==> src/shared/vic_pkg.sv <==
// Constants shared by the vectored interrupt controller.
package vic_pkg;
  localparam int NUM_MASKABLE = 19;
  localparam int NUM_EDGE = 6;
  localparam int SRC_W = 5;
  localparam int ADDR_W = 16;
  localparam int DATA_W = 8;
  // Register addresses.
  localparam logic [15:0] ADDR_REQUEST_FLAGS_0 = 16'hFFE0;
  localparam logic [15:0] ADDR_REQUEST_FLAGS_1 = 16'hFFE1;
  localparam logic [15:0] ADDR_REQUEST_FLAGS_2 = 16'hFFE2;
  localparam logic [15:0] ADDR_MASK_FLAGS_0 = 16'hFFE4;
  localparam logic [15:0] ADDR_MASK_FLAGS_1 = 16'hFFE5;
  localparam logic [15:0] ADDR_MASK_FLAGS_2 = 16'hFFE6;
  localparam logic [15:0] ADDR_PRIORITY_FLAGS_LOW_GROUP0 = 16'hFFE8;
  localparam logic [15:0] ADDR_PRIORITY_FLAGS_HIGH_GROUP0 = 16'hFFE9;
  localparam logic [15:0] ADDR_PRIORITY_FLAGS_GROUP1 = 16'hFFEA;
  localparam logic [15:0] ADDR_EDGE_RISE = 16'hFFF0;
  localparam logic [15:0] ADDR_EDGE_FALL = 16'hFFF1;
  localparam logic [15:0] ADDR_CONTROL = 16'hFFF2;
  localparam logic [15:0] ADDR_STATUS = 16'hFFF3;
  // Reset values.
  localparam logic [7:0] REQUEST_RESET = 8'h00;
  localparam logic [7:0] MASK_RESET = 8'hFF;
  localparam logic [7:0] PRIORITY_RESET = 8'hFF;
  localparam logic [7:0] EDGE_RESET = 8'h00;
  localparam logic [7:0] CONTROL_RESET = 8'h00;
  // Field positions.
  localparam int CTRL_WDT_NMI_BIT = 0;
  localparam int ST_SVC_HIGH_BIT = 0;
  localparam int ST_SVC_LOW_BIT = 1;
  localparam int ST_SVC_NMI_BIT = 2;
  localparam int ST_NMI_PEND_BIT = 3;
  localparam int ST_BREAK_PEND_BIT = 4;
  // Request indices, equal to the default priority.
  localparam int IDX_WDT = 0;
  localparam int IDX_CONV = 1;
  localparam int IDX_WIDE_OVF = 2;
  localparam int IDX_CAPTURE0 = 3;
  localparam int IDX_PIN0 = 6;
  localparam int IDX_SERIAL0 = 9;
  localparam int IDX_BYTE_TIMER1 = 13;
  localparam int IDX_NVM = 16;
  localparam int IDX_WATCH_OVF = 17;
  localparam int IDX_WATCH_INT = 18;
  // Source codes beyond the maskable ones.
  localparam logic [4:0] SRC_NMI = 5'h13;
  localparam logic [4:0] SRC_BREAK = 5'h14;
  // Vector addresses.
  localparam logic [15:0] VEC_NMI = 16'h0004;
  localparam logic [15:0] VEC_BREAK = 16'h003E;
  localparam logic [15:0] VEC_MASK_BASE = 16'h0004;
  localparam int VEC_STEP_SHIFT = 1;
endpackage : vic_pkg

==> src/hw/vic_edge_det.sv <==
// Pin synchroniser with selectable rising and falling edge detection.
`timescale 1ns/1ps
module vic_edge_det (
  // Clock and reset.
  input wire logic i_clock,
  input wire logic i_rst_b,
  // Pin and edge selection.
  input wire logic i_pin,
  input wire logic i_rise_en,
  input wire logic i_fall_en,
  // One-cycle edge pulse.
  output logic o_edge
);
  logic sync1_q;
  logic sync2_q;
  logic prev_q;
  logic edge_q;

  always_ff @(posedge i_clock or negedge i_rst_b) begin
    if (!i_rst_b) begin
      sync1_q <= 1'b0;
      sync2_q <= 1'b0;
      prev_q <= 1'b0;
    end else begin
      sync1_q <= i_pin;
      sync2_q <= sync1_q;
      prev_q <= sync2_q;
    end
  end

  always_ff @(posedge i_clock or negedge i_rst_b) begin
    if (!i_rst_b) begin
      edge_q <= 1'b0;
    end else begin
      edge_q <= (sync2_q & ~prev_q & i_rise_en) | (~sync2_q & prev_q & i_fall_en);
    end
  end

  assign o_edge = edge_q;
endmodule : vic_edge_det

==> src/hw/vic_top.sv <==
// Vectored interrupt controller: flags, arbitration, nesting and vector output.
// What this block does
// - NMI ignores enable, beats every other request
// - Watchdog NMI option vectors to 0004H
// - Masks gate requests; pending ones release standby
// - Priority flag puts each source high or low
// - High group may preempt low service
// - Equal group ties go to lowest number
// - Six pin plus thirteen internal maskable sources
// - Break vectors 003EH, ignores enable and priority
// - Twenty-one sources in all
// - Conversion done 0006H, wide overflow 0008H
// - Capture edges vector 000AH, 000CH, 000EH
// - Pin edges vector 0010H, 0012H, 0014H
// - Serial events vector 0016H through 001CH
// - Byte timer matches vector 001EH to 0022H
// - NVM 0024H, watch 0026H, interval 0028H
// - Flags set by event or write, cleared by acknowledge
// - Masks reset to all ones
//
// Design decisions made here: the placing of the registers and the plain strobed port.
`timescale 1ns/1ps
module vic_top (
  // Clock and reset.
  input wire logic i_clock,
  input wire logic i_rst_b,
  // Register port.
  input wire logic [15:0] i_addr,
  input wire logic [7:0] i_wdata,
  input wire logic i_wr,
  input wire logic i_rd,
  output logic [7:0] o_rdata,
  // Processor core.
  input wire logic i_int_enable,
  input wire logic i_core_ack,
  input wire logic i_core_return,
  input wire logic i_software_break_instruction,
  output logic o_int_req,
  output logic [15:0] o_vector,
  output logic [4:0] o_source,
  output logic o_nonmaskable,
  output logic o_standby_release,
  // Internal event pulses.
  input wire logic i_watchdog_overflow_request,
  input wire logic i_conversion_done_request,
  input wire logic i_wide_timer_overflow_request,
  input wire logic i_clocked_serial_done_request,
  input wire logic i_async_rx_error_request,
  input wire logic i_async_rx_done_request,
  input wire logic i_async_tx_done_request,
  input wire logic i_byte_timer1_match_request,
  input wire logic i_byte_timer2_match_request,
  input wire logic i_byte_timer3_match_request,
  input wire logic i_nvm_write_done_request,
  input wire logic i_watch_overflow_request,
  input wire logic i_watch_interval_request,
  // Pins.
  input wire logic [2:0] i_capture_pin,
  input wire logic [2:0] i_ext_pin
);
  localparam int N = vic_pkg::NUM_MASKABLE;

  logic [N-1:0] req_q;
  logic [N-1:0] req_d;
  logic [N-1:0] mask_flag_q;
  logic [N-1:0] priority_flag_q;
  logic [7:0] edge_rise_q;
  logic [7:0] edge_fall_q;
  logic [7:0] control_q;
  logic nmi_pend_q;
  logic break_pend_q;
  logic svc_high_q;
  logic svc_low_q;
  logic svc_nmi_q;
  logic int_req_q;
  logic [15:0] vector_q;
  logic [4:0] source_q;
  logic nonmaskable_q;
  logic standby_q;
  logic [7:0] rdata_q;
  logic [N-1:0] grp_el_q;

  logic [5:0] edge_pulse;
  logic [5:0] edge_pins;
  logic [N-1:0] ev;
  logic [N-1:0] eligible;
  logic [N-1:0] high_el;
  logic [N-1:0] low_el;
  logic [N-1:0] grp_el;
  logic wdt_nmi_sel;
  logic ack_hit;
  logic ack_mask;
  logic cand_valid;
  logic [4:0] cand_src;
  logic [15:0] cand_vec;
  logic [7:0] status;

  assign wdt_nmi_sel = control_q[vic_pkg::CTRL_WDT_NMI_BIT];
  assign ack_hit = i_core_ack & int_req_q;
  assign ack_mask = ack_hit & (source_q < vic_pkg::SRC_NMI);
  assign edge_pins = {i_ext_pin, i_capture_pin};

  // Capture inputs then external pins, each synchronised and edge detected.
  genvar g;
  generate
    for (g = 0; g < vic_pkg::NUM_EDGE; g++) begin : g_edge
      vic_edge_det u_edge (
        .i_clock(i_clock),
        .i_rst_b(i_rst_b),
        .i_pin(edge_pins[g]),
        .i_rise_en(edge_rise_q[g]),
        .i_fall_en(edge_fall_q[g]),
        .o_edge(edge_pulse[g])
      );
    end
  endgenerate

  // Index equals default priority number.
  always_comb begin
    ev = '0;
    ev[vic_pkg::IDX_WDT] = i_watchdog_overflow_request & ~wdt_nmi_sel;
    ev[vic_pkg::IDX_CONV] = i_conversion_done_request;
    ev[vic_pkg::IDX_WIDE_OVF] = i_wide_timer_overflow_request;
    ev[vic_pkg::IDX_CAPTURE0 +: 3] = edge_pulse[2:0];
    ev[vic_pkg::IDX_PIN0 +: 3] = edge_pulse[5:3];
    ev[vic_pkg::IDX_SERIAL0 + 0] = i_clocked_serial_done_request;
    ev[vic_pkg::IDX_SERIAL0 + 1] = i_async_rx_error_request;
    ev[vic_pkg::IDX_SERIAL0 + 2] = i_async_rx_done_request;
    ev[vic_pkg::IDX_SERIAL0 + 3] = i_async_tx_done_request;
    ev[vic_pkg::IDX_BYTE_TIMER1 + 0] = i_byte_timer1_match_request;
    ev[vic_pkg::IDX_BYTE_TIMER1 + 1] = i_byte_timer2_match_request;
    ev[vic_pkg::IDX_BYTE_TIMER1 + 2] = i_byte_timer3_match_request;
    ev[vic_pkg::IDX_NVM] = i_nvm_write_done_request;
    ev[vic_pkg::IDX_WATCH_OVF] = i_watch_overflow_request;
    ev[vic_pkg::IDX_WATCH_INT] = i_watch_interval_request;
  end

  // An event in the cycle of a write or acknowledge still sets its flag.
  always_comb begin
    req_d = req_q;
    if (i_wr && i_addr == vic_pkg::ADDR_REQUEST_FLAGS_0) begin
      req_d[7:0] = i_wdata;
    end
    if (i_wr && i_addr == vic_pkg::ADDR_REQUEST_FLAGS_1) begin
      req_d[15:8] = i_wdata;
    end
    if (i_wr && i_addr == vic_pkg::ADDR_REQUEST_FLAGS_2) begin
      req_d[18:16] = i_wdata[2:0];
    end
    if (ack_mask) begin
      req_d[source_q] = 1'b0;
    end
    req_d = req_d | ev;
  end

  always_ff @(posedge i_clock or negedge i_rst_b) begin
    if (!i_rst_b) begin
      req_q <= {vic_pkg::REQUEST_RESET[2:0], vic_pkg::REQUEST_RESET, vic_pkg::REQUEST_RESET};
    end else begin
      req_q <= req_d;
    end
  end

  always_ff @(posedge i_clock or negedge i_rst_b) begin
    if (!i_rst_b) begin
      mask_flag_q <= {vic_pkg::MASK_RESET[2:0], vic_pkg::MASK_RESET, vic_pkg::MASK_RESET};
      priority_flag_q <= {vic_pkg::PRIORITY_RESET[2:0], vic_pkg::PRIORITY_RESET,
                          vic_pkg::PRIORITY_RESET};
    end else if (i_wr) begin
      unique case (i_addr)
        vic_pkg::ADDR_MASK_FLAGS_0: mask_flag_q[7:0] <= i_wdata;
        vic_pkg::ADDR_MASK_FLAGS_1: mask_flag_q[15:8] <= i_wdata;
        vic_pkg::ADDR_MASK_FLAGS_2: mask_flag_q[18:16] <= i_wdata[2:0];
        vic_pkg::ADDR_PRIORITY_FLAGS_LOW_GROUP0: priority_flag_q[7:0] <= i_wdata;
        vic_pkg::ADDR_PRIORITY_FLAGS_HIGH_GROUP0: priority_flag_q[15:8] <= i_wdata;
        vic_pkg::ADDR_PRIORITY_FLAGS_GROUP1: priority_flag_q[18:16] <= i_wdata[2:0];
        default: ;
      endcase
    end
  end

  always_ff @(posedge i_clock or negedge i_rst_b) begin
    if (!i_rst_b) begin
      edge_rise_q <= vic_pkg::EDGE_RESET;
      edge_fall_q <= vic_pkg::EDGE_RESET;
      control_q <= vic_pkg::CONTROL_RESET;
    end else if (i_wr) begin
      if (i_addr == vic_pkg::ADDR_EDGE_RISE) begin
        edge_rise_q <= {2'h0, i_wdata[5:0]};
      end
      if (i_addr == vic_pkg::ADDR_EDGE_FALL) begin
        edge_fall_q <= {2'h0, i_wdata[5:0]};
      end
      if (i_addr == vic_pkg::ADDR_CONTROL) begin
        control_q <= {7'h00, i_wdata[vic_pkg::CTRL_WDT_NMI_BIT]};
      end
    end
  end

  // Non-maskable and break requests; a new event beats the acknowledge.
  always_ff @(posedge i_clock or negedge i_rst_b) begin
    if (!i_rst_b) begin
      nmi_pend_q <= 1'b0;
      break_pend_q <= 1'b0;
    end else begin
      nmi_pend_q <= (nmi_pend_q & ~(ack_hit & source_q == vic_pkg::SRC_NMI))
                    | (i_watchdog_overflow_request & wdt_nmi_sel);
      break_pend_q <= (break_pend_q & ~(ack_hit & source_q == vic_pkg::SRC_BREAK))
                      | i_software_break_instruction;
    end
  end

  // Service levels, released innermost first on return.
  always_ff @(posedge i_clock or negedge i_rst_b) begin
    if (!i_rst_b) begin
      svc_high_q <= 1'b0;
      svc_low_q <= 1'b0;
      svc_nmi_q <= 1'b0;
    end else if (ack_hit) begin
      if (source_q == vic_pkg::SRC_NMI) begin
        svc_nmi_q <= 1'b1;
      end else if (source_q < vic_pkg::SRC_NMI) begin
        if (priority_flag_q[source_q]) begin
          svc_low_q <= 1'b1;
        end else begin
          svc_high_q <= 1'b1;
        end
      end
    end else if (i_core_return) begin
      if (svc_nmi_q) begin
        svc_nmi_q <= 1'b0;
      end else if (svc_high_q) begin
        svc_high_q <= 1'b0;
      end else begin
        svc_low_q <= 1'b0;
      end
    end
  end

  // Arbitration: NMI, then break, then high group, then low group.
  always_comb begin
    eligible = req_q & ~mask_flag_q;
    high_el = eligible & ~priority_flag_q;
    low_el = eligible & priority_flag_q;
    cand_valid = 1'b0;
    cand_src = '0;
    grp_el = '0;
    if (nmi_pend_q && !svc_nmi_q) begin
      cand_valid = 1'b1;
      cand_src = vic_pkg::SRC_NMI;
    end else if (break_pend_q) begin
      cand_valid = 1'b1;
      cand_src = vic_pkg::SRC_BREAK;
    end else if (i_int_enable && !svc_nmi_q && !svc_high_q && |high_el) begin
      cand_valid = 1'b1;
      grp_el = high_el;
    end else if (i_int_enable && !svc_nmi_q && !svc_high_q && !svc_low_q && |low_el) begin
      cand_valid = 1'b1;
      grp_el = low_el;
    end
    for (int i = N - 1; i >= 0; i--) begin
      if (grp_el[i]) begin
        cand_src = 5'(i);
      end
    end
  end

  // Vector from source code; maskable slots are two bytes apart.
  always_comb begin
    if (cand_src == vic_pkg::SRC_NMI) begin
      cand_vec = vic_pkg::VEC_NMI;
    end else if (cand_src == vic_pkg::SRC_BREAK) begin
      cand_vec = vic_pkg::VEC_BREAK;
    end else begin
      cand_vec = vic_pkg::VEC_MASK_BASE + (16'(cand_src) << vic_pkg::VEC_STEP_SHIFT);
    end
  end

  // The request drops for one cycle after an acknowledge.
  always_ff @(posedge i_clock or negedge i_rst_b) begin
    if (!i_rst_b) begin
      int_req_q <= 1'b0;
      source_q <= '0;
      vector_q <= '0;
      nonmaskable_q <= 1'b0;
      grp_el_q <= '0;
    end else begin
      int_req_q <= cand_valid & ~ack_hit;
      source_q <= cand_src;
      vector_q <= cand_vec;
      nonmaskable_q <= cand_valid & (cand_src == vic_pkg::SRC_NMI);
      grp_el_q <= grp_el;
    end
  end

  always_ff @(posedge i_clock or negedge i_rst_b) begin
    if (!i_rst_b) begin
      standby_q <= 1'b0;
    end else begin
      standby_q <= nmi_pend_q | (|eligible);
    end
  end

  always_comb begin
    status = '0;
    status[vic_pkg::ST_SVC_HIGH_BIT] = svc_high_q;
    status[vic_pkg::ST_SVC_LOW_BIT] = svc_low_q;
    status[vic_pkg::ST_SVC_NMI_BIT] = svc_nmi_q;
    status[vic_pkg::ST_NMI_PEND_BIT] = nmi_pend_q;
    status[vic_pkg::ST_BREAK_PEND_BIT] = break_pend_q;
  end

  // Read data stand for one cycle only; unmapped reads return zero.
  always_ff @(posedge i_clock or negedge i_rst_b) begin
    if (!i_rst_b) begin
      rdata_q <= '0;
    end else if (!i_rd) begin
      rdata_q <= '0;
    end else begin
      unique case (i_addr)
        vic_pkg::ADDR_REQUEST_FLAGS_0: rdata_q <= req_q[7:0];
        vic_pkg::ADDR_REQUEST_FLAGS_1: rdata_q <= req_q[15:8];
        vic_pkg::ADDR_REQUEST_FLAGS_2: rdata_q <= {5'h00, req_q[18:16]};
        vic_pkg::ADDR_MASK_FLAGS_0: rdata_q <= mask_flag_q[7:0];
        vic_pkg::ADDR_MASK_FLAGS_1: rdata_q <= mask_flag_q[15:8];
        vic_pkg::ADDR_MASK_FLAGS_2: rdata_q <= {5'h1F, mask_flag_q[18:16]};
        vic_pkg::ADDR_PRIORITY_FLAGS_LOW_GROUP0: rdata_q <= priority_flag_q[7:0];
        vic_pkg::ADDR_PRIORITY_FLAGS_HIGH_GROUP0: rdata_q <= priority_flag_q[15:8];
        vic_pkg::ADDR_PRIORITY_FLAGS_GROUP1: rdata_q <= {5'h1F, priority_flag_q[18:16]};
        vic_pkg::ADDR_EDGE_RISE: rdata_q <= edge_rise_q;
        vic_pkg::ADDR_EDGE_FALL: rdata_q <= edge_fall_q;
        vic_pkg::ADDR_CONTROL: rdata_q <= control_q;
        vic_pkg::ADDR_STATUS: rdata_q <= status;
        default: rdata_q <= '0;
      endcase
    end
  end

  assign o_rdata = rdata_q;
  assign o_int_req = int_req_q;
  assign o_vector = vector_q;
  assign o_source = source_q;
  assign o_nonmaskable = nonmaskable_q;
  assign o_standby_release = standby_q;

  a_nmi_wins_all: assert property (
    @(posedge i_clock) disable iff (!i_rst_b)
    (nmi_pend_q && !svc_nmi_q) |=> (o_source == vic_pkg::SRC_NMI && o_nonmaskable))
    else $error("pending NMI was not the presented source");

  a_nmi_vector_addr: assert property (
    @(posedge i_clock) disable iff (!i_rst_b)
    (i_watchdog_overflow_request && wdt_nmi_sel && !svc_nmi_q)
    |=> ##1 (o_vector == vic_pkg::VEC_NMI))
    else $error("watchdog NMI did not vector to its address");

  a_standby_release: assert property (
    @(posedge i_clock) disable iff (!i_rst_b)
    o_standby_release == $past(nmi_pend_q || (req_q & ~mask_flag_q) != '0))
    else $error("standby release does not follow pending requests");

  a_high_preempts_low: assert property (
    @(posedge i_clock) disable iff (!i_rst_b)
    (svc_low_q && !svc_high_q && !svc_nmi_q && i_int_enable && high_el != '0 && !ack_hit)
    |=> o_int_req)
    else $error("high group request did not preempt low service");

  a_low_blocked_svc: assert property (
    @(posedge i_clock) disable iff (!i_rst_b)
    (svc_low_q && high_el == '0 && !nmi_pend_q && !break_pend_q) |=> !o_int_req)
    else $error("low request presented while low service active");

  a_default_order: assert property (
    @(posedge i_clock) disable iff (!i_rst_b)
    (o_int_req && o_source < vic_pkg::SRC_NMI)
    |-> (grp_el_q & ((19'h00001 << o_source) - 19'h00001)) == '0)
    else $error("a lower numbered request in the group was skipped");

  a_break_taken: assert property (
    @(posedge i_clock) disable iff (!i_rst_b)
    (i_software_break_instruction && !nmi_pend_q && !i_watchdog_overflow_request)
    |=> ##1 (o_source == vic_pkg::SRC_BREAK && o_vector == vic_pkg::VEC_BREAK))
    else $error("break instruction did not present its vector");

  a_flag_ack_clear: assert property (
    @(posedge i_clock) disable iff (!i_rst_b)
    (ack_mask && !i_wr && ev == '0) |=> !req_q[$past(source_q)])
    else $error("acknowledged request flag was not cleared");

  a_enable_gates_req: assert property (
    @(posedge i_clock) disable iff (!i_rst_b)
    (o_int_req && o_source < vic_pkg::SRC_NMI) |-> $past(i_int_enable))
    else $error("maskable request presented while disabled");

  a_vector_spacing: assert property (
    @(posedge i_clock) disable iff (!i_rst_b)
    (o_int_req && o_source < vic_pkg::SRC_NMI)
    |-> o_vector == vic_pkg::VEC_MASK_BASE + 16'(o_source) * 16'h0002)
    else $error("maskable vector does not match its source");
endmodule : vic_top

==> config.mk <==
export PLATFORM = sky130hd
export DESIGN_NAME = vic_top
export DESIGN_NICKNAME = d
export VERILOG_FILES = /design/src/shared/vic_pkg.sv /design/src/hw/vic_edge_det.sv /design/src/hw/vic_top.sv
export SDC_FILE = /design/constraint.sdc
export NUM_CORES = 1
export LEC_CHECK = 0
export BUFFER_PORTS_ARGS = -buffer_cell sky130_fd_sc_hd__buf_2
export CAP_MARGIN = 20
export CELL_PAD_IN_SITES_DETAIL_PLACEMENT = 0
export CELL_PAD_IN_SITES_GLOBAL_PLACEMENT = 1
export CORE_MARGIN = 5
export CORE_UTILIZATION = 44
export CTS_CLUSTER_DIAMETER = 50
export DETAILED_ROUTE_END_ITERATION = 12
export GPL_ROUTABILITY_DRIVEN = 0
export PLACE_DENSITY = 0.8
export SYNTH_ARGS = -nofsm -noshare
export SYNTH_HDL_FRONTEND = slang
export SYNTH_SLANG_ARGS = --single-unit
==> constraint.sdc <==
create_clock -name i_clock -period 9.6 [get_ports i_clock]
set_input_delay 1.92 -clock i_clock [delete_from_list [all_inputs] [get_ports i_clock]]
set_output_delay 1.92 -clock i_clock [all_outputs]
set_load 0.01 [all_outputs]
==> flow_summary.json, run 1 <==
{
  "synth-seq-area-share": 0.466,
  "finalNetCount": 752,
  "htreeDepth": 4,
  "start_util": 0.451,
  "crit_type": "input pin to flop",
  "seqPwrFrac": 0.414,
  "cp_cell_sequence": "buf_2, and2_1, nand2_1, nor2_1, a32o_1, or2_0, nor2_1, a21o_1, a21oi_1, ha_1, nor2b_1, a211oi_2",
  "final_util": 0.521,
  "grt_pass1_vias": 5765,
  "p_leak_nw": 3.36,
  "cp.required_ns": 9.90,
  "stdcell_count": 897,
  "switchingPower_mw": 0.409,
  "async_flop_share": 1.00,
  "crit_buf_inv": 1,
  "grt_max_degree": 68,
  "root_buffer": "clkbuf_16",
  "num_vias": 5702,
  "cp_max_fo": 12,
  "worst_path_largest_cell_delay_ns": 0.40,
  "fp.dieW_um": 132,
  "grtUsageMet2": 0.379,
  "max-vdd-ir-drop_mv": 0.130,
  "synth_area_leaders": "dfrtp_1, dfstp_2, mux2_2",
  "p_clk_frac": 0.439,
  "hold_slack_ns": 0.349,
  "die_h_um": 132,
  "critPathLaunchType": "input pin",
  "swShare": 0.297,
  "power.density_mw_per_mm2": 180,
  "synth_ff_type": "dfrtp_1",
  "die_area_sq_mm": 0.0176,
  "slew_headroom": 0.280,
  "ant_nets": 0,
  "ys_ff_latch": 121,
  "clk_pin_slew_ns": 0.06,
  "synth-edff-count": 0,
  "worst_path_dominant_cell_family": "simple AND/OR/NAND/NOR gates",
  "wl_um": 20700,
  "clock_path_buffers": 2,
  "cts_hold_buf": 0,
  "grt_use_met1": 0.300,
  "fin_crit_sh": 0.441,
  "ys_types": 75,
  "p_int_mw": 0.966,
  "grt_overflow": 0,
  "syn-instance-count": 628,
  "synth_top_cell_area_share": 0.315,
  "syn-cell-area_sq_mm": 0.00660,
  "avgSynthCellArea_sq_um": 10.5,
  "synthXorXnorAreaFrac": 0,
  "setup-violations-final": 0,
  "top_usage_layer": "met2",
  "crit_top_cell": "nor2_1",
  "grt_util_met3": 0.0604,
  "yosys.area.top_type": "dfrtp_1",
  "post_cts_resized": 0,
  "ios": 83,
  "post_cts_buffers": 0,
  "dp.cells": 864,
  "cts.sinks": 121,
  "grt_use_total": 0.236,
  "pre_cts_ws_ns": 5.08,
  "area_growth_pct": 15.5,
  "worst_pin_slew_ns": 1.08,
  "worst_hold_path_type": "flop to flop",
  "drc": 0,
  "dr.first_iter.drc_count": 617,
  "first_pass_iters": 8,
  "cap_violations": 0,
  "routedWlPerCell_um": 23.0,
  "antenna_found_initial": 0,
  "grt_pass1_wl_um": 32300,
  "synth_compound_area_frac": 0.174,
  "cts_buffers": 17,
  "yosysWarnings": 0,
  "antenna_cells": 0,
  "status": "finished, final reports clean",
  "viasPerCell": 6.36,
  "finalSetupTns_ns": 0,
  "synth_top_family_by_area": "simple AND/OR/NAND/NOR gates",
  "port_buffers": 72,
  "max_freq_ghz": 0.236,
  "finalHoldViolCount": 0,
  "critPathCaptureType": "flop",
  "synthAdderAreaFrac": 0.00190,
  "fin_ws_ns": 5.36,
  "cts_tree": "yes",
  "drive_above_1_share": 0.299,
  "slew_viol_final": 0,
  "clk_latency_ns": 0.42,
  "clock_skew_ns": 0.00937,
  "period_minus_slack_ns": 4.24,
  "cp_slowest_cell": "nor2_1",
  "rsz0062_at_grt": "false",
  "core_sq_mm": 0.0146,
  "dp_hpwl_um": 15200,
  "synth.area.mux_share": 0.145,
  "worstPathArrival_ns": 4.53,
  "fp-row-count": 44,
  "synthSimpleGateAreaFrac": 0.175,
  "p_comb_frac": 0.148
}
-- area by class of cell --
type / count / area [sq um]
fillers: 1319 / 7020
multi-input cells: 467 / 3320
flip-flops and latches: 121 / 3080
clock buffers: 18 / 429
repair buffers: 74 / 375
well taps: 184 / 230
clock inverters: 14 / 126
inverters: 19 / 71.3
-- path summary, 6_finish.rpt --
kind	startpoint	to	slack (ns)	cells past startpoint
max reg2reg	svc_nmi_q$_DFFE_PN0P_	o_vector[4]$_DFF_PN0_	5.64	13
min	g_edge[1].u_edge.sync1_q$_DFF_PN0_	g_edge[1].u_edge.sync2_q$_DFF_PN0_	0.35	0
max	i_int_enable	o_vector[4]$_DFF_PN0_	5.36	12
min reg2reg	g_edge[1].u_edge.sync1_q$_DFF_PN0_	g_edge[1].u_edge.sync2_q$_DFF_PN0_	0.35	0
min in group asynchronous	i_rst_b	o_vector[6]$_DFF_PN0_	1.62	1
max in group asynchronous	i_rst_b	req_q[7]$_DFF_PN0_	6.75	2
-- sequential cells by signal, indices dropped and copies added, names as in the netlist, 8 cells and up --
register         cells
mask_flag_q         19
priority_flag_q     19
req_q               19
o_rdata              8
-- layout by cell type (no fill, tap or decap), types with 5 or more instances in the layout --
cell	n
a21o_1	6
a21oi_1	28
a221oi_1	7
a222oi_1	10
a22o_1	5
a22oi_1	6
a31oi_1	12
and3_1	6
buf_2	72
clkbuf_16	17
clkinvlp_4	5
conb_1	11
dfrtp_1	83
dfstp_2	38
inv_1	19
mux2_2	51
mux2i_1	25
mux4_2	6
nand2_1	41
nand2b_1	12
nand3_1	7
nand3b_1	12
nand4_1	9
nor2_1	61
nor2b_1	20
nor3_1	10
nor3b_1	10
nor4_1	5
o21ai_0	22
o21bai_1	18
-- worst register-to-register path, cell delays in order, from the launching register on --
cell      delay, ns
dfrtp_1        0.49
nand2b_1       0.34
inv_1          0.14
nor2_1         0.45
nand2_1        0.42
nor2_1         0.40
a32o_1         0.25
or2_0          0.32
nor2_1         0.12
a21o_1         0.17
a21oi_1        0.23
ha_1           0.24
nor2b_1        0.17
a211oi_2       0.08
-- Yosys cell counts, drive strengths merged (4+ instances only) --
cell	n
a211oi	4
a21o	6
a21oi	28
a221oi	7
a222oi	10
a22o	5
a22oi	6
a31oi	13
and2	4
and3	6
buf	16
clkbuf	15
dfrtp	83
dfstp	38
inv	19
mux2	51
mux2i	25
mux4	6
nand2	41
nand2b	12
nand3	7
nand3b	12
nand4	9
nor2	61
nor2b	21
nor3	11
nor3b	10
nor4	5
o21ai	24
o21bai	18
or2	4
-- logic make-up (layout without fill, tap and decap cells) --
group	after synthesis	in the layout
AOI/OAI and AO/OA	158	158
adders and majority gates	1	1
buffers and inverters	50	125
DFF	121	121
muxes	82	82
other	1	11
and+or+nand+nor	215	215
-- per-stage QoR --
step / total power, mW / instance area, sq um
floorplan: 0.694 / 6640
global route: 1.43 / 7630
finish: 1.37 / 7630
CTS: 1.38 / 7620
detailed placement: 0.776 / 7070
global placement: 0.775 / 7070
-- metal layers --
metal | wire length (um) | vias up
met4 | 905 | 0
met1 | 8040 | 2786
met2 | 9750 | 362
li1 | - | 2477
met5 | 0 | -
met3 | 1980 | 77
-- power groups by stage --
stage | Sequential [mW] | Combinational, mW | Clock [mW]
detailed placement | 0.576 | 0.200 | 0
CTS | 0.567 | 0.201 | 0.609
finish | 0.568 | 0.203 | 0.603
global placement | 0.576 | 0.199 | 0
floorplan | 0.564 | 0.130 | 0
global route | 0.571 | 0.223 | 0.632
Note: power is estimated with default switching activity, not from simulation.
==> run 2, diff against run 1 <==
--- a/config.mk
+++ b/config.mk
@@ -5,16 +5,17 @@
 export SDC_FILE = /design/constraint.sdc
 export NUM_CORES = 1
 export LEC_CHECK = 0
+export ABC_AREA = 1
 export BUFFER_PORTS_ARGS = -buffer_cell sky130_fd_sc_hd__buf_2
 export CAP_MARGIN = 20
 export CELL_PAD_IN_SITES_DETAIL_PLACEMENT = 0
 export CELL_PAD_IN_SITES_GLOBAL_PLACEMENT = 1
 export CORE_MARGIN = 5
-export CORE_UTILIZATION = 44
+export CORE_UTILIZATION = 39
 export CTS_CLUSTER_DIAMETER = 50
 export DETAILED_ROUTE_END_ITERATION = 12
 export GPL_ROUTABILITY_DRIVEN = 0
-export PLACE_DENSITY = 0.8
+export PLACE_DENSITY = 0.79
 export SYNTH_ARGS = -nofsm -noshare
 export SYNTH_HDL_FRONTEND = slang
 export SYNTH_SLANG_ARGS = --single-unit
==> constraint.sdc (replaced) <==
create_clock -name i_clock -period 3.6 [get_ports i_clock]
set_input_delay 0.72 -clock i_clock [delete_from_list [all_inputs] [get_ports i_clock]]
set_output_delay 0.72 -clock i_clock [all_outputs]
set_load 0.01 [all_outputs]
==> run 2 against run 1 <==
- die area is 9.5% higher
- design area is 0.71% higher
- register-to-register slack worse by 5.2 ns
- power grew to 2.9 times the previous value
- via count is 6.5% higher
==> flow_summary.json, run 2 <==
{
  "grt_overflow": 0,
  "cap_violations": 0,
  "worst_pin_slew_ns": 1.07,
  "post_cts_buffers": 0,
  "fill_cells": 1659,
  "period_minus_slack_ns": 3.17,
  "synth_most_common_cell": "nand2_1",
  "antenna_cells": 0,
  "drc": 0,
  "fp.dieW_um": 139,
  "max_freq_ghz": 0.316,
  "worstPathArrival_ns": 3.48,
  "syn-cell-area_sq_mm": 0.00645,
  "htreeDepth": 4,
  "port_buffers": 72,
  "num_vias": 6075,
  "synth_area_leaders": "dfrtp_1, dfstp_2, nand2_1",
  "critPathCaptureType": "flop",
  "syn-instance-count": 811,
  "synth-edff-count": 0,
  "yosys.area.top_type": "dfrtp_1",
  "clock_path_buffers": 2,
  "status": "finished, final reports clean",
  "synth_common_cells": "nand2_1, inv_1, dfrtp_1",
  "fin_crit_sh": 0.880,
  "switchingPower_mw": 1.29,
  "ys_ff_latch": 121,
  "cts_hold_buf": 0,
  "total_power_mw": 4.00,
  "finalSetupTns_ns": 0,
  "cp_max_fo": 21,
  "root_buffer": "clkbuf_16",
  "avgSynthCellArea_sq_um": 7.95,
  "synth_ff_type": "dfrtp_1",
  "routedWlPerCell_um": 18.7,
  "reg_top3": "mask_flag_q (19), priority_flag_q (19), req_q (19)",
  "viasPerCell": 5.34,
  "yosysWarnings": 0,
  "drive_above_1_share": 0.222,
  "async_flop_share": 1.00,
  "cp.required_ns": 3.91,
  "final_common_cell": "nand2_1",
  "slew_headroom": 0.277,
  "power.density_mw_per_mm2": 521,
  "crit_type": "flop to flop",
  "most-common-layout-cells": "nand2_1, inv_1, dfrtp_1",
  "post_cts_resized": 0,
  "core_sq_mm": 0.0164,
  "setup-violations-final": 0,
  "grt_max_degree": 52,
  "die_area_sq_mm": 0.0192,
  "dr.first_iter.drc_count": 497,
  "ios": 83,
  "seqPwrFrac": 0.381,
  "finalHoldViolCount": 0,
  "antenna_found_initial": 0,
  "hold_slack_ns": 0.285,
  "clk_pin_slew_ns": 0.06,
  "finalNetCount": 956,
  "ys_types": 49,
  "clock_skew_ns": 0.00827,
  "grt_use_total": 0.223,
  "worst_hold_path_type": "input pin to asynchronous set/reset pin",
  "slew_viol_final": 0,
  "ant_nets": 0,
  "p_comb_frac": 0.198,
  "swShare": 0.323,
  "first_pass_iters": 8,
  "cts_buffers": 17,
  "grt_pass1_vias": 5914,
  "dp_hpwl_um": 16700,
  "grt_pass1_wl_um": 33400,
  "cts_tree": "yes",
  "rsz0062_at_grt": "false",
  "p_int_mw": 2.71,
  "wl_um": 21300,
  "p_leak_nw": 3.42,
  "die_h_um": 139,
  "synth_top_cell_area_share": 0.322,
  "clk_latency_ns": 0.44,
  "fp-row-count": 47,
  "critPathLaunchType": "flop",
  "synth-seq-area-share": 0.477,
  "p_clk_frac": 0.421,
  "max-vdd-ir-drop_mv": 0.359,
  "cts.sinks": 121,
  "area_growth_pct": 19.0,
  "start_util": 0.393
}
-- run 2: cell types whose count changed after synthesis, moves of 19 or more --
cell,previous run,this run
mux2i_1,25,1
inv_2,0,19
mux2_2,51,0
nand3_1,7,35
o21ai_0,22,68
inv_1,19,102
nand2_1,41,191
o22ai_1,3,45
nor2b_1,20,0
-- run 2: layout make-up --
| type | count | area (sq um) | area share |
|---|---|---|---|
| Sequential cell | 121 | 3080 | 0.400 |
| Multi-Input combinational cell | 556 | 2800 | 0.365 |
| Timing Repair Buffer | 87 | 488 | 0.0635 |
| Clock buffer | 20 | 468 | 0.0609 |
| Inverter | 121 | 454 | 0.0591 |
| Tap cell | 220 | 275 | 0.0358 |
| Clock inverter | 12 | 115 | 0.0150 |
-- run 2: logic make-up after synthesis --
logic type | synth area share
buffers and inverters | 0.0945
adders and majority gates | 0.00194
other | 0.000581
AOI/OAI and AO/OA | 0.194
and+or+nand+nor | 0.230
muxes | 0.00155
DFF | 0.477
-- run 2: power groups by stage --
stage          Combinational, mW  Sequential [mW]  Clock, mW
6_report                   0.794             1.52       1.68
5_1_grt                    0.895             1.54       1.76
4_1_cts                    0.798             1.52       1.71
3_5_place_dp               0.795             1.54          0
3_3_place_gp               0.795             1.54          0
2_1_floorplan              0.518             1.54          0
-- run 2: path summary, 6_finish.rpt --
kind	cells after the start	slack (ns)	to	from
max in group asynchronous	2	2.50	mask_flag_q[9]$_DFFE_PN1P_	i_rst_b
min in group i_clock	0	0.35	g_edge[4].u_edge.sync2_q$_DFF_PN0_	g_edge[4].u_edge.sync1_q$_DFF_PN0_
hold reg to reg	0	0.35	g_edge[4].u_edge.sync2_q$_DFF_PN0_	g_edge[4].u_edge.sync1_q$_DFF_PN0_
setup / recovery	21	0.43	o_vector[4]$_DFF_PN0_	mask_flag_q[0]$_DFFE_PN1P_
hold / removal	1	0.28	o_standby_release$_DFF_PN0_	i_rst_b
setup reg to reg	21	0.43	o_vector[4]$_DFF_PN0_	mask_flag_q[0]$_DFFE_PN1P_
-- run 2: metal layers --
layer	part of all wire	GRT usage	up-vias
li1	-	-	2886
met1	0.43	0.303	2858
met2	0.45	0.348	289
met3	0.090	0.0603	42
met4	0.022	0.0731	0
met5	0	0	-
-- run 2: critical path, cell delays in order, from the launching register on --
cell and delay (ns):
dfstp_2 0.53, inv_1 0.09, nand3b_1 0.13, nand2_1 0.08, nor2_1 0.10, nand2_1 0.07, nor2_2 0.10, nand2_2 0.08
nand2_4 0.22, nand2_4 0.18, o22ai_1 0.19, nand2_1 0.09, nand2_1 0.09, o21bai_1 0.11, a21oi_1 0.08, o21bai_1 0.24
a21oi_4 0.11, ha_1 0.22, inv_1 0.05, nor2_1 0.04, o31ai_1 0.18, inv_1 0.06
-- run 2: metrics by stage --
step / setup slack [ns] / cell area (sq um) / utilization / cells
3_3_place_gp: 0.393 / 7100 / 0.433 / 1105
6_report: 0.432 / 7680 / 0.468 / 1137
4_1_cts: 0.460 / 7680 / 0.468 / 1137
3_5_place_dp: 0.426 / 7100 / 0.433 / 1105
5_1_grt: 0.190 / 7680 / 0.468 / 1137
2_1_floorplan: 0.979 / 6490 / - / 821
==> run 3, diff against run 2 <==
==> constraint.sdc (replaced) <==
create_clock -name i_clock -period 2.91 [get_ports i_clock]
set_input_delay 0.582 -clock i_clock [delete_from_list [all_inputs] [get_ports i_clock]]
set_output_delay 0.582 -clock i_clock [all_outputs]
set_load 0.01 [all_outputs]
==> run 3 against run 2 <==
- the flow now finishes with violations (setup timing)
- global-route usage up 0.63 points
- core utilization is 1.9 points higher
- power up 28%
- critical path type unchanged
- largest cell class unchanged
==> flow_summary.json, run 3 (synthesis gave the netlist of run 2 again) <==
{
  "status": "complete, but fails checks",
  "violations": "setup timing",
  "antenna_cells": 0,
  "r2r_start": "mask_flag_q[18]$_DFFE_PN1P_",
  "grtUsageMet2": 0.355,
  "start_util": 0.393,
  "worst_hold_path_type": "input pin to asynchronous set/reset pin",
  "htreeDepth": 4,
  "multi_input_area_sq_mm": 0.00291,
  "top_usage_layer": "met2",
  "ios": 83,
  "ant_nets": 0,
  "viasPerCell": 5.37,
  "cts_buffers": 17,
  "final_util": 0.487,
  "max_freq_ghz": 0.340,
  "drive_above_1_share": 0.257,
  "grt_use_met1": 0.313,
  "dp_hpwl_um": 17100,
  "die_h_um": 139,
  "wl_um": 22200,
  "area_growth_pct": 23.9,
  "fin_ws_ns": -0.0350,
  "cts.sinks": 121,
  "p_leak_nw": 3.56,
  "finalHoldViolCount": 0,
  "finalSetupTns_ns": -0.0350,
  "grt_overflow": 0,
  "worstPathArrival_ns": 3.25,
  "fp.dieW_um": 139,
  "grt_pass1_vias": 6041,
  "cts_hold_buf": 0,
  "hold_slack_ns": 0.181,
  "num_vias": 6243,
  "cap_violations": 0,
  "grt_util_met3": 0.0717,
  "crit_type": "flop to flop",
  "p_clk_frac": 0.392,
  "core_sq_mm": 0.0164,
  "p_int_mw": 3.37,
  "critPathLaunchType": "flop",
  "fp-row-count": 47,
  "seqPwrFrac": 0.368,
  "reg_top3": "mask_flag_q (19), priority_flag_q (19), req_q (19)",
  "port_buffers": 72,
  "setup-violations-final": 1,
  "routedWlPerCell_um": 19.1,
  "clock_skew_ns": 0.0128,
  "grt_use_total": 0.229,
  "power.density_mw_per_mm2": 639,
  "clk_pin_slew_ns": 0.06,
  "most-common-layout-cells": "nand2_1, inv_1, dfrtp_1",
  "max-vdd-ir-drop_mv": 0.510,
  "p_comb_frac": 0.241,
  "period_minus_slack_ns": 2.95,
  "final_common_cell": "nand2_1",
  "register_area_sq_mm": 0.00308,
  "drc": 0,
  "first_pass_iters": 5,
  "cts_tree": "yes",
  "antenna_found_initial": 0,
  "dr.first_iter.drc_count": 651,
  "clk_latency_ns": 0.43,
  "critPathCaptureType": "flop",
  "grt_max_degree": 46,
  "cp_max_fo": 8,
  "startpoint": "mask_flag_q[18]$_DFFE_PN1P_",
  "die_area_sq_mm": 0.0192,
  "fin_crit_sh": 1.01,
  "rsz0062_at_grt": "true",
  "finalNetCount": 982,
  "swShare": 0.340,
  "fill_cells": 1608,
  "grt_pass1_wl_um": 34200,
  "slew_viol_final": 0,
  "slew_headroom": 0.597,
  "root_buffer": "clkbuf_16",
  "cp.required_ns": 3.21,
  "total_power_mw": 5.11,
  "clock_path_buffers": 2,
  "switchingPower_mw": 1.74,
  "worst_pin_slew_ns": 0.590
}
==> run 3: changes by cell type in the layout (fill, tap and decap cells not counted), moves of 3 or more <==
cell	change
inv_6	+6
nand2_8	+3
clkinv_4	-4
buf_4	+21
nor2_1	-3
==> run 3: final timing paths <==
path                       cells after the start  slack [ns]                                 end
min in group i_clock                           1        0.26  g_edge[1].u_edge.sync1_q$_DFF_PN0_
setup reg to reg                              19       -0.04               o_vector[4]$_DFF_PN0_
hold reg to reg                                0        0.35  g_edge[4].u_edge.sync2_q$_DFF_PN0_
max in group asynchronous                      2        1.99      priority_flag_q[0]$_DFFE_PN1P_
hold / removal                                 1        0.18                 req_q[18]$_DFF_PN0_
setup / recovery                              19       -0.04               o_vector[4]$_DFF_PN0_
==> run 3: timing repair <==
item | 4_1_cts | 5_1_grt
gates cloned | 0 | 2
resized for setup | 3 | 17
pin swaps | 2 | 9
setup endpoints to repair | 1 | 3
setup buffers | 0 | 11
==> run 3: per-stage QoR <==
step | instances | setup slack, ns | instance area (sq um)
2_1_floorplan | 821 | 0.362 | 6490
3_3_place_gp | 1118 | 0.0336 | 7220
3_5_place_dp | 1118 | 0.0217 | 7220
4_1_cts | 1150 | 0.0118 | 7790
5_1_grt | 1163 | -0.172 | 7990
6_report | 1163 | -0.0350 | 7990
==> run 3: power groups by stage <==
stage / clock network (mW) / logic (mW) / registers, mW
floorplan: 0 / 0.640 / 1.91
global placement: 0 / 1.04 / 1.90
detailed placement: 0 / 1.04 / 1.90
CTS: 2.03 / 1.06 / 1.88
global route: 2.10 / 1.35 / 1.89
finish: 2.00 / 1.23 / 1.88
==> run 3: critical path, stage by stage, from the launching register on <==
cell and delay, ns:
dfstp_2 0.57, nor2_1 0.08, nand2_1 0.18, nand3_1 0.12
nor2_1 0.14, nand2_2 0.12, nand2_8 0.13, buf_6 0.13
nand2_8 0.07, o22ai_4 0.14, nand2_1 0.07, a21oi_1 0.12
o21bai_1 0.08, a21oi_1 0.12, o21bai_1 0.11, a21oi_4 0.20
ha_4 0.15, nor3_1 0.05, o31ai_1 0.19, inv_1 0.06
==> run 3: cell type report <==
class | instances | area share
inverters | 121 | 0.0568
clock inverters | 15 | 0.0158
multi-input cells | 557 | 0.364
repair buffers | 112 | 0.0903
flip-flops and latches | 121 | 0.385
well taps | 220 | 0.0344
clock buffers | 17 | 0.0532
==> run 3: metal layers <==
layer	vias up	wire [um]
met5	-	0
met1	2957	9710
met3	42	2000
met2	309	10000
met4	0	495
li1	2935	-
